[config.mk]
export PLATFORM = sky130hd
export DESIGN_NAME = dao_door_ctrl
export DESIGN_NICKNAME = d
export VERILOG_FILES = /design/src/dao_pkg.sv /design/src/dao_door_ctrl.sv
export SDC_FILE = /design/constraint.sdc
export NUM_CORES = 1
export LEC_CHECK = 0
export BUFFER_PORTS_ARGS = -buffer_cell sky130_fd_sc_hd__buf_2
export CORE_ASPECT_RATIO = 0.75
export CORE_MARGIN = 2
export CORE_UTILIZATION = 25
export DETAILED_ROUTE_END_ITERATION = 10
export SLEW_MARGIN = 0
export SYNTH_ARGS = -nofsm -noshare
export SYNTH_HDL_FRONTEND = slang
export SYNTH_SLANG_ARGS = --single-unit
[constraint.sdc]
create_clock -name clock_i -period 2.2 [get_ports clock_i]
set_input_delay 0.22 -clock clock_i [delete_from_list [all_inputs] [get_ports clock_i]]
set_output_delay 0.22 -clock clock_i [all_outputs]
set_load 0.02 [all_outputs]
[src/dao_pkg.sv]
/*
  package for the door alarm output and option block: timing counts,
  option bit positions, reset values and the carrier structs.
  assumes a 10 MHz system clock and one synchronous active-low reset.
*/
package dao_pkg;

  // ==========================================================
  // timing
  // ==========================================================
  localparam int unsigned CLK_HZ = 10_000_000;
  localparam int unsigned TICK_MS = 100;          // pulse step in ms
  localparam int unsigned TICK_CYCLES = CLK_HZ / 1000 * TICK_MS;
  localparam logic [3:0] TICKS_PER_SEC = 4'hA;    // 100 ms steps a second
  localparam logic [9:0] TICKS_PER_MIN = 10'h258; // 600 steps a minute

  // ==========================================================
  // option bit positions, bit n-1 holds option n
  // ==========================================================
  localparam int OPT_REVAL = 0;
  localparam int OPT_NO_SCHED_EVT = 1;
  localparam int OPT_PRE_EVT = 2;
  localparam int OPT_LEFT_EVT = 3;
  localparam int OPT_RELOCK = 4;
  localparam int OPT_REX_UNLOCK = 5;
  localparam int OPT_REN_UNLOCK = 6;
  localparam int OPT_LATE_OPEN = 7;

  // ==========================================================
  // reset values
  // ==========================================================
  localparam logic [7:0] RST_BYTE = 8'h00;

  // ==========================================================
  // carriers
  // ==========================================================
  // on and off phase times in 100 ms steps
  typedef struct packed {
    logic [7:0] on_time;
    logic [7:0] off_time;
  } dao_pulse_cfg_t;

  // one-cycle event strobes toward the log
  typedef struct packed {
    logic opened;
    logic closed;
    logic pre_alarm;
    logic left_open;
    logic forced;
  } dao_events_t;

endpackage : dao_pkg

[src/dao_door_ctrl.sv]
/*
  door alarm output and option logic for one door: three pulsable
  indicator outputs, lock control, schedule handling and event strobes.
  assumes sensor and request pins are asynchronous and that schedule and
  area inputs come from same-clock logic.
*/
`timescale 1ns/100ps
module dao_door_ctrl (
  input wire logic clock_i,
  input wire logic reset_n_i,
  input wire logic door_open_i,            // door contact, pin
  input wire logic request_to_exit_i,      // pin
  input wire logic request_to_enter_i,     // pin
  input wire logic access_granted_i,       // one-cycle pulse, same clock
  input wire logic sched_valid_i,          // schedule window level
  input wire logic minute_tick_i,          // one-cycle pulse each minute
  input wire logic inside_disarmed_i,      // follow-inside request
  input wire logic outside_disarmed_i,     // follow-outside request
  input wire logic [7:0] options_i,        // miscellaneous options
  input wire logic [7:0] pre_alarm_sec_i,
  input wire logic [7:0] max_open_sec_i,
  input wire logic [7:0] unlock_sec_i,     // access unlock time
  input wire dao_pkg::dao_pulse_cfg_t pre_cfg_i,
  input wire dao_pkg::dao_pulse_cfg_t left_cfg_i,
  input wire dao_pkg::dao_pulse_cfg_t forced_cfg_i,
  output logic pre_alarm_o,
  output logic left_open_o,
  output logic forced_o,
  output logic lock_o,                     // high = lock released
  output dao_pkg::dao_events_t events_o
);

  // ==========================================================
  // input synchronisers
  // ==========================================================
  logic [2:0] sync1_q; // first stage, read only by second stage
  logic [2:0] sync2_q;
  logic door_prev_q; // for edge detect
  logic door, request_to_exit, ren;

  // two flops on every pin
  always_ff @(posedge clock_i) begin
    if (!reset_n_i) begin
      sync1_q <= 3'h0;
      sync2_q <= 3'h0;
      door_prev_q <= 1'b0;
    end else begin
      sync1_q <= {request_to_enter_i, request_to_exit_i, door_open_i};
      sync2_q <= sync1_q;
      door_prev_q <= sync2_q[0];
    end
  end
  assign door = sync2_q[0];
  assign request_to_exit = sync2_q[1];
  assign ren = sync2_q[2];

  logic door_rise, door_fall;
  assign door_rise = door & ~door_prev_q;
  assign door_fall = ~door & door_prev_q;

  // ==========================================================
  // 100 ms tick and second tick
  // ==========================================================
  logic [19:0] div_q;
  logic tick_q; // one-cycle enable
  logic [3:0] sec_div_q;
  logic sec_tick;

  always_ff @(posedge clock_i) begin
    if (!reset_n_i) begin
      div_q <= 20'h00000;
      tick_q <= 1'b0;
    end else if (div_q == 20'(dao_pkg::TICK_CYCLES - 1)) begin
      div_q <= 20'h00000;
      tick_q <= 1'b1;
    end else begin
      div_q <= div_q + 20'h00001;
      tick_q <= 1'b0;
    end
  end

  // seconds derived from ticks
  always_ff @(posedge clock_i) begin
    if (!reset_n_i) begin
      sec_div_q <= 4'h0;
    end else if (tick_q) begin
      if (sec_div_q == dao_pkg::TICKS_PER_SEC - 4'h1) begin
        sec_div_q <= 4'h0;
      end else begin
        sec_div_q <= sec_div_q + 4'h1;
      end
    end
  end
  assign sec_tick = tick_q && (sec_div_q == dao_pkg::TICKS_PER_SEC - 4'h1);

  // ==========================================================
  // open time counter
  // ==========================================================
  logic [7:0] open_sec_q; // saturating seconds since opening
  logic pre_act_q, left_act_q, forced_act_q;
  logic authorised_q; // access or request since door closed
  logic pre_hit, left_hit;

  always_ff @(posedge clock_i) begin
    if (!reset_n_i || !door || door_rise) begin
      open_sec_q <= 8'h00;
    end else if (sec_tick && open_sec_q != 8'hFF) begin
      open_sec_q <= open_sec_q + 8'h01;
    end
  end

  assign pre_hit = door && !pre_act_q && (pre_alarm_sec_i != 8'h00) &&
                   (open_sec_q >= pre_alarm_sec_i);
  assign left_hit = door && !left_act_q && (open_sec_q >= max_open_sec_i)
                    && !door_rise;

  // ==========================================================
  // alarm activations
  // ==========================================================
  // activate, clear on close
  always_ff @(posedge clock_i) begin
    if (!reset_n_i || !door) begin
      pre_act_q <= 1'b0;
      left_act_q <= 1'b0;
    end else begin
      if (pre_hit) begin
        pre_act_q <= 1'b1;
      end
      if (left_hit) begin
        left_act_q <= 1'b1;
      end
    end
  end

  // authorised while lock released or access seen; cleared at close
  always_ff @(posedge clock_i) begin
    if (!reset_n_i) begin
      authorised_q <= 1'b0;
    end else if (access_granted_i || lock_o || request_to_exit || ren) begin
      authorised_q <= 1'b1; // set wins over close
    end else if (door_fall) begin
      authorised_q <= 1'b0;
    end
  end

  always_ff @(posedge clock_i) begin
    if (!reset_n_i || !door) begin
      forced_act_q <= 1'b0;
    end else if (door_rise && !authorised_q && !access_granted_i &&
                 !lock_o && !request_to_exit && !ren) begin
      forced_act_q <= 1'b1;
    end
  end

  // ==========================================================
  // pulse generators, one per output
  // ==========================================================
  logic [2:0] act;
  dao_pkg::dao_pulse_cfg_t cfg [3];
  logic [2:0] out_q;
  logic [7:0] ph_cnt_q [3]; // steps left in current phase
  logic [2:0] ph_on_q;      // current phase is on

  assign act = {forced_act_q, left_act_q, pre_act_q};
  assign cfg[0] = pre_cfg_i;   // pre-alarm times
  assign cfg[1] = left_cfg_i;  // left-open times
  assign cfg[2] = forced_cfg_i; // forced times

  // both times nonzero enable pulsing
  function automatic logic pulsing(input dao_pkg::dao_pulse_cfg_t c);
    pulsing = (c.on_time != 8'h00) && (c.off_time != 8'h00);
  endfunction : pulsing

  genvar g;
  generate
    for (g = 0; g < 3; g++) begin : g_pulse
      always_ff @(posedge clock_i) begin
        if (!reset_n_i || !act[g]) begin
          ph_on_q[g] <= 1'b1;
          ph_cnt_q[g] <= 8'h00;
          out_q[g] <= 1'b0;
        end else if (!pulsing(cfg[g])) begin
          out_q[g] <= 1'b1; // steady while active
          ph_on_q[g] <= 1'b1;
          ph_cnt_q[g] <= 8'h00;
        end else if (!out_q[g] && ph_on_q[g] && ph_cnt_q[g] == 8'h00) begin
          // first cycle of activation: load on-phase
          out_q[g] <= 1'b1;
          ph_cnt_q[g] <= cfg[g].on_time;
        end else if (tick_q) begin
          if (ph_cnt_q[g] <= 8'h01) begin
            ph_on_q[g] <= ~ph_on_q[g];
            out_q[g] <= ~ph_on_q[g];
            ph_cnt_q[g] <= ph_on_q[g] ? cfg[g].off_time : cfg[g].on_time;
          end else begin
            ph_cnt_q[g] <= ph_cnt_q[g] - 8'h01;
          end
        end
      end
    end
  endgenerate
  assign pre_alarm_o = out_q[0];
  assign left_open_o = out_q[1];
  assign forced_o = out_q[2];

  // ==========================================================
  // schedule handling
  // ==========================================================
  logic sched_prev_q;
  logic sched_unlock_q; // schedule currently holding lock open
  logic late_ok_q;      // first access seen in this window
  logic sched_eval;
  logic area_follow;

  // evaluate each minute or at edges
  assign sched_eval = (sched_valid_i != sched_prev_q) ||
                      (options_i[dao_pkg::OPT_REVAL] && minute_tick_i);
  assign area_follow = !options_i[dao_pkg::OPT_REVAL] &&
                       (inside_disarmed_i || outside_disarmed_i);

  always_ff @(posedge clock_i) begin
    if (!reset_n_i) begin
      late_ok_q <= 1'b0;
    end else if (access_granted_i && sched_valid_i) begin
      late_ok_q <= 1'b1; // set wins
    end else if (!sched_valid_i) begin
      late_ok_q <= 1'b0;
    end
  end

  // schedule sampled on evaluation, or on access while late open is set
  always_ff @(posedge clock_i) begin
    if (!reset_n_i) begin
      sched_prev_q <= 1'b0;
      sched_unlock_q <= 1'b0;
    end else begin
      sched_prev_q <= sched_valid_i;
      if (sched_eval) begin
        sched_unlock_q <= sched_valid_i &&
          (!options_i[dao_pkg::OPT_LATE_OPEN] || late_ok_q ||
           access_granted_i);
      end else if (options_i[dao_pkg::OPT_LATE_OPEN] && sched_valid_i &&
                   access_granted_i) begin
        sched_unlock_q <= 1'b1;
      end
    end
  end

  // ==========================================================
  // lock control
  // ==========================================================
  logic [7:0] unlock_cnt_q; // seconds of timed unlock left
  logic timed_q;
  logic rex_req, ren_req;

  assign rex_req = request_to_exit && options_i[dao_pkg::OPT_REX_UNLOCK];
  assign ren_req = ren && options_i[dao_pkg::OPT_REN_UNLOCK];

  // timed unlock; zero unlock time means no release
  always_ff @(posedge clock_i) begin
    if (!reset_n_i) begin
      timed_q <= 1'b0;
      unlock_cnt_q <= 8'h00;
    end else if ((access_granted_i || rex_req || ren_req) &&
                 unlock_sec_i != 8'h00) begin
      timed_q <= 1'b1;
      unlock_cnt_q <= unlock_sec_i;
    end else if (door_fall && options_i[dao_pkg::OPT_RELOCK] && timed_q) begin
      timed_q <= 1'b0;
      unlock_cnt_q <= 8'h00;
    end else if (sec_tick && timed_q) begin
      if (unlock_cnt_q <= 8'h01) begin
        timed_q <= 1'b0;
        unlock_cnt_q <= 8'h00;
      end else begin
        unlock_cnt_q <= unlock_cnt_q - 8'h01;
      end
    end
  end

  always_ff @(posedge clock_i) begin
    if (!reset_n_i) begin
      lock_o <= 1'b0;
    end else begin
      lock_o <= timed_q || sched_unlock_q || area_follow;
    end
  end

  // ==========================================================
  // events
  // ==========================================================
  // event strobes
  always_ff @(posedge clock_i) begin
    if (!reset_n_i) begin
      events_o <= '0;
    end else begin
      events_o.opened <= door_rise && !(sched_unlock_q &&
                         options_i[dao_pkg::OPT_NO_SCHED_EVT]);
      events_o.closed <= door_fall && !(sched_unlock_q &&
                         options_i[dao_pkg::OPT_NO_SCHED_EVT]);
      events_o.pre_alarm <= pre_hit && options_i[dao_pkg::OPT_PRE_EVT];
      events_o.left_open <= left_hit && options_i[dao_pkg::OPT_LEFT_EVT];
      events_o.forced <= door_rise && !authorised_q && !access_granted_i &&
                         !lock_o && !request_to_exit && !ren;
    end
  end
endmodule : dao_door_ctrl

# Yosys cells after proc, flatten, opt, wreduce, memory -nomap -nowiden
# Memory sizes are Yosys's and may differ from the RTL's.
# Index checks and enable logic that the tools add are counted.
# word_totals
ram_bits,24
output_inout_bits,9
input_bits,90
reg_bits,68
elab_cells,283
mem_count,1
# classes
add_sub_neg,7
n_lt_le_gt_ge,6
eq_ne,11
reduce_logical,98
bitwise,26
n_mux,106
# memory_table
memory,words,width,rd,rd_clocked_by_memory_dff,wr,line_no,source
ph_cnt_q,3,8,3,0,3,dao_door_ctrl.sv:161,logic [7:0] ph_cnt_q [3];
# op_table
op,count
$mux 8,19
$mux 1,86
$reduce_bool 8->1,8
$logic_and 1x1->1,39
$le 8x1->1 const B,4
$sub 8x1->8 const B,4
$logic_not 8->1,3
$add 20x1->20 const B,1
$eq 20x20->1 const B,1
$logic_not 1->1,17
$ge 8x8->1,2
$logic_or 1x1->1,16
$not 1->1,12
$or 1x1->1,12
$ne 3x1->1 const B,3
$ne 3x2->1 const B,3
$reduce_and 3->1,3
$add 8x1->8 const B,1
$ne 8x8->1 const B,1
$reduce_and 2->1,4
$reduce_or 2->1,4
$reduce_bool 3->1,2
$add 4x1->4 const B,1
$eq 4x4->1 const B,1
5 further kinds,7

# Longest topological paths before layout
# depth
word_depth,10
depth_mapped,8
ltp_nobuf,7

# Least setup slack after synthesis
# Ideal clock, no wire load.
# synth_path
path_kind,register to register
start,mem ph_cnt_q[2][0]
end,"mem ph_cnt_q[2][3], data pin"
path_buffers,1
stages_incl_launch_ff,9
synth_period_minus_slack_ps,2042
t_arrival_ps,1780
t_required_ps,1938
setup_time_ps,262
slack_ps,158
path_cell_list,edfxtp_1 -> inv_1 -> ha_1 -> o21ai_0 -> o21ai_0 -> and2_1 -> buf_6 -> a222oi_1 -> nor2_1
# synth_lines
item,line_no
from (decl),dao_door_ctrl.sv:161

==> metrics.md <==
| Metric | Value |
|---|---|
| CP cell instances | or4_4 > nor3_4 > a21boi_4 > a222oi_1 > nor2_1 |
| CP Max Fanout | 6 |
| DR vias/cell | 4.75 |
| Clock root buffer master | clkbuf_16 |
| Nets | 847 |
| DP Worst Slack | 0.0264 ns |
| Min-Delay Path Class | primary input to register |
| Total iterations of the first detailed-routing run | 5 |
| Most frequent cell after synthesis | nor2_1 |
| GRT met2 Usage | 16.4% |
| Post-DRT Antenna Nets | 0 |
| Critical path class | register to register |
| Reg2Reg Launch Point | ph_cnt_q[2][2] |
| Reg2Reg Depth | 5 |
| Count of final max-slew check failures | 0 |
| Largest net degree at the start of global routing | 31 |
| Hold Buf Count CTS | 0 |
| Outcome | complete, no violations |
| Reg2reg setup slack | 0.07 ns |
| Period utilisation layout | 96.9% |
| Initial core utilization | 25.7% |
| Crit start category | register |
| Mapped Nets | 728 |
| Site Rows | 46 |
| Post-Synthesis Cells | 609 |
| Slew @ Worst Pin | 0.576 ns |
| Clk slew on worst S/H paths | 0.06 ns |
| GRT Total Usage | 11.6% |
| Max Fclk | 469 MHz |
| Routed vias | 4843 |
| Residual DRC count | 0 |
| Die Y | 132 um |
| Min-delay src | door_open_i |
| RR Endpoint | ph_cnt_q[2][4] |
| P_leak | 0.00290 uW |
| Ys async rst share | 0% |
| TritonCTS clock tree | yes |
| Detailed placement HPWL | 10100 um |
| Critical Path AT | 2.21 ns |
| Cell area after layout | 0.00675 mm2 |
| Largest stage delay, worst path | 0.61 ns |
| P per Cell Area | 546 mW/mm2 |
| Worst setup EP type | register |
| Area Overhead vs Synth | 23.5% |
| Share of the synthesized area in the top cell type | 24.9% |
| Min Tclk post-route | 2.13 ns |
| Sequential element share of the synthesized area | 38.1% |
| Slew margin rel. | 61.5% |
| Clock Sinks | 92 |
| Layout cells sized above 1 | 22.1% |
| Synth Cell Area | 0.00547 mm2 |
| Clk_lat worst skew | 0.35 ns |
| Filler cells | 2251 |
| Initial antenna violation count | 0 |
| Peak supply drop | 0.299 mV |
| WP data required | 2.28 ns |
| Primary FF master, synth | dfxtp_1 |
| Num CTS Buffers | 9 |
| Htree depth | 3 |
| Skew final | 0.00537 ns |
| Synth top area cells | dfxtp_1 (25%), edfxtp_1 (13%), ha_1 (6.6%) |
| Routed len/inst | 13.1 um |
| Global-route track usage on met3 | 3.17% |
| Hold Crit Depth | 2 |
| Worst Hold Endpoint | sync1_q[0] |
| Crit-path slowest cell | or4_4 |
| MaxCap Viol Count | 0 |
| Total die area | 0.0231 mm2 |
| Remaining global-route overflow | 0 |
| Hold_ws | 0.0839 ns |
| Overall Power | 3680 uW |
| Syn Area/Cell | 8.98 um2 |
| Port bufs | 98 |
| Final setup violation count | 0 |
| Synth top cells by count | nor2_1 (69), dfxtp_1 (68), nand2_1 (48) |
| Antenna fix cells | 0 |
| Post-synth EDFFs | 24 |
| Vias in the first global route | 4404 |
| DP Area | 0.00638 mm2 |
| Slack of the critical path | 0.0684 ns |
| Total I/O pin count | 99 |
| Met1 Usage GRT | 17.0% |
| Post-synthesis register bit count | 92 |
| Post-Route WL | 13400 um |
| Yosys top cell by area | dfxtp_1 |
| Placer Congestion | 0.852 |
| Post-synthesis cell type count | 58 |
| CTS Buffer Depth | 2 |
| RSZ-0062 raised after global routing | yes |
| Core area | 0.0213 mm2 |
| Ys Warns | 0 |
| Chip width | 175 um |
| Gr busiest metal | met1 |
| Final hold vios | 0 |
| Initial drt markers | 418 |
| First-pass GRT wire length | 21900 um |
-- worst max-delay path, delay by kind of cell, from the launching register on --
| family | cells | cell delay, ns |
|---|---|---|
| flops | 1 | 0.39 |
| compound gates | 2 | 0.51 |
| simple gates | 3 | 0.97 |
-- through the flow --
step | instances | util (%) | setup TNS (ns)
2_1_floorplan | 609 | - | 0
3_3_place_gp | 1001 | 30.0 | 0
3_5_place_dp | 1001 | 30.0 | 0
4_1_cts | 1016 | 31.3 | 0
5_1_grt | 1020 | 31.7 | -0.0889
6_report | 1020 | 31.7 | 0
-- cell type report --
| type | count | area, um2 | share of cell area, % |
|---|---|---|---|
| multi-input cells | 469 | 3220 | 47.7 |
| repair buffers | 123 | 678 | 10.0 |
| clock inverters | 3 | 17.5 | 0.259 |
| clock buffers | 12 | 268 | 3.97 |
| flip-flops and latches | 92 | 2080 | 30.8 |
| inverters | 33 | 124 | 1.83 |
| well taps | 288 | 360 | 5.34 |
-- worst max path at each step --
| stage | slack [ns] | end | depth (start not counted) | start |
|---|---|---|---|---|
| detailed placement | 0.03 | ph_cnt_q[2][1] | 7 | ph_cnt_q[2][0] |
| global route | -0.05 | ph_cnt_q[1][1] | 5 | ph_cnt_q[1][2] |
| floorplan | 0.16 | ph_cnt_q[2][3] | 8 | ph_cnt_q[2][0] |
| finish | 0.07 | ph_cnt_q[2][4] | 5 | ph_cnt_q[2][2] |
| CTS | 0.009 | ph_cnt_q[2][1] | 7 | ph_cnt_q[2][0] |
| global placement | 0.01 | ph_cnt_q[2][3] | 8 | ph_cnt_q[2][0] |
-- kinds of logic after synthesis --
family	synth area share, %
and+or+nand+nor	25.8
AOI/OAI and AO/OA	15.5
DFF	38.1
buffers and inverters	4.03
xor gates and xnor gates	7.53
adders and majority gates	6.64
muxes	2.43
-- power by group --
group	switching, uW	total (uW)	internal [uW]
Clock	668	1530	860
Combinational	189	362	173
Sequential	31.8	1790	1760
-- cell usage in the layout, fill, tap and decap left out, types with 12 or more instances in the layout --
cell type / netlist / layout
nand3_1: 24 / 24
a32oi_1: 16 / 16
o22ai_1: 15 / 15
and2_1: 18 / 18
a21oi_1: 18 / 18
nor3_1: 14 / 12
inv_1: 33 / 33
buf_2: 4 / 98
xnor2_1: 23 / 23
dfxtp_1: 68 / 68
nor4_1: 15 / 13
ha_1: 29 / 29
edfxtp_1: 24 / 24
nand2_1: 48 / 47
buf_4: 0 / 25
o21ai_0: 25 / 24
nor2_1: 69 / 69
nand4_1: 14 / 14
xor2_1: 24 / 24
-- flip-flops by register name, indices dropped and copies added, names as in the netlist, 3 cells and up --
signal and cells:
open_sec_q 8, sync1_q 3, events_o 5, unlock_cnt_q 8, sync2_q 3, div_q 20, sec_div_q 4, ph_cnt_q 24
ph_on_q 3
-- routing by layer --
metal  vias up  wire length [um]
met5         -                 0
met4         0                95
met3         7               853
met2       150              5370
met1      2207              7030
li1       2479                 -
-- what timing repair did --
action | CTS | global route
endpoints found under the hold margin | 0 | 0
endpoints found under the setup margin | 0 | 40
setup buffers | 0 | 4
gates resized for setup | 0 | 12
Power figures use the tool's default switching activity.
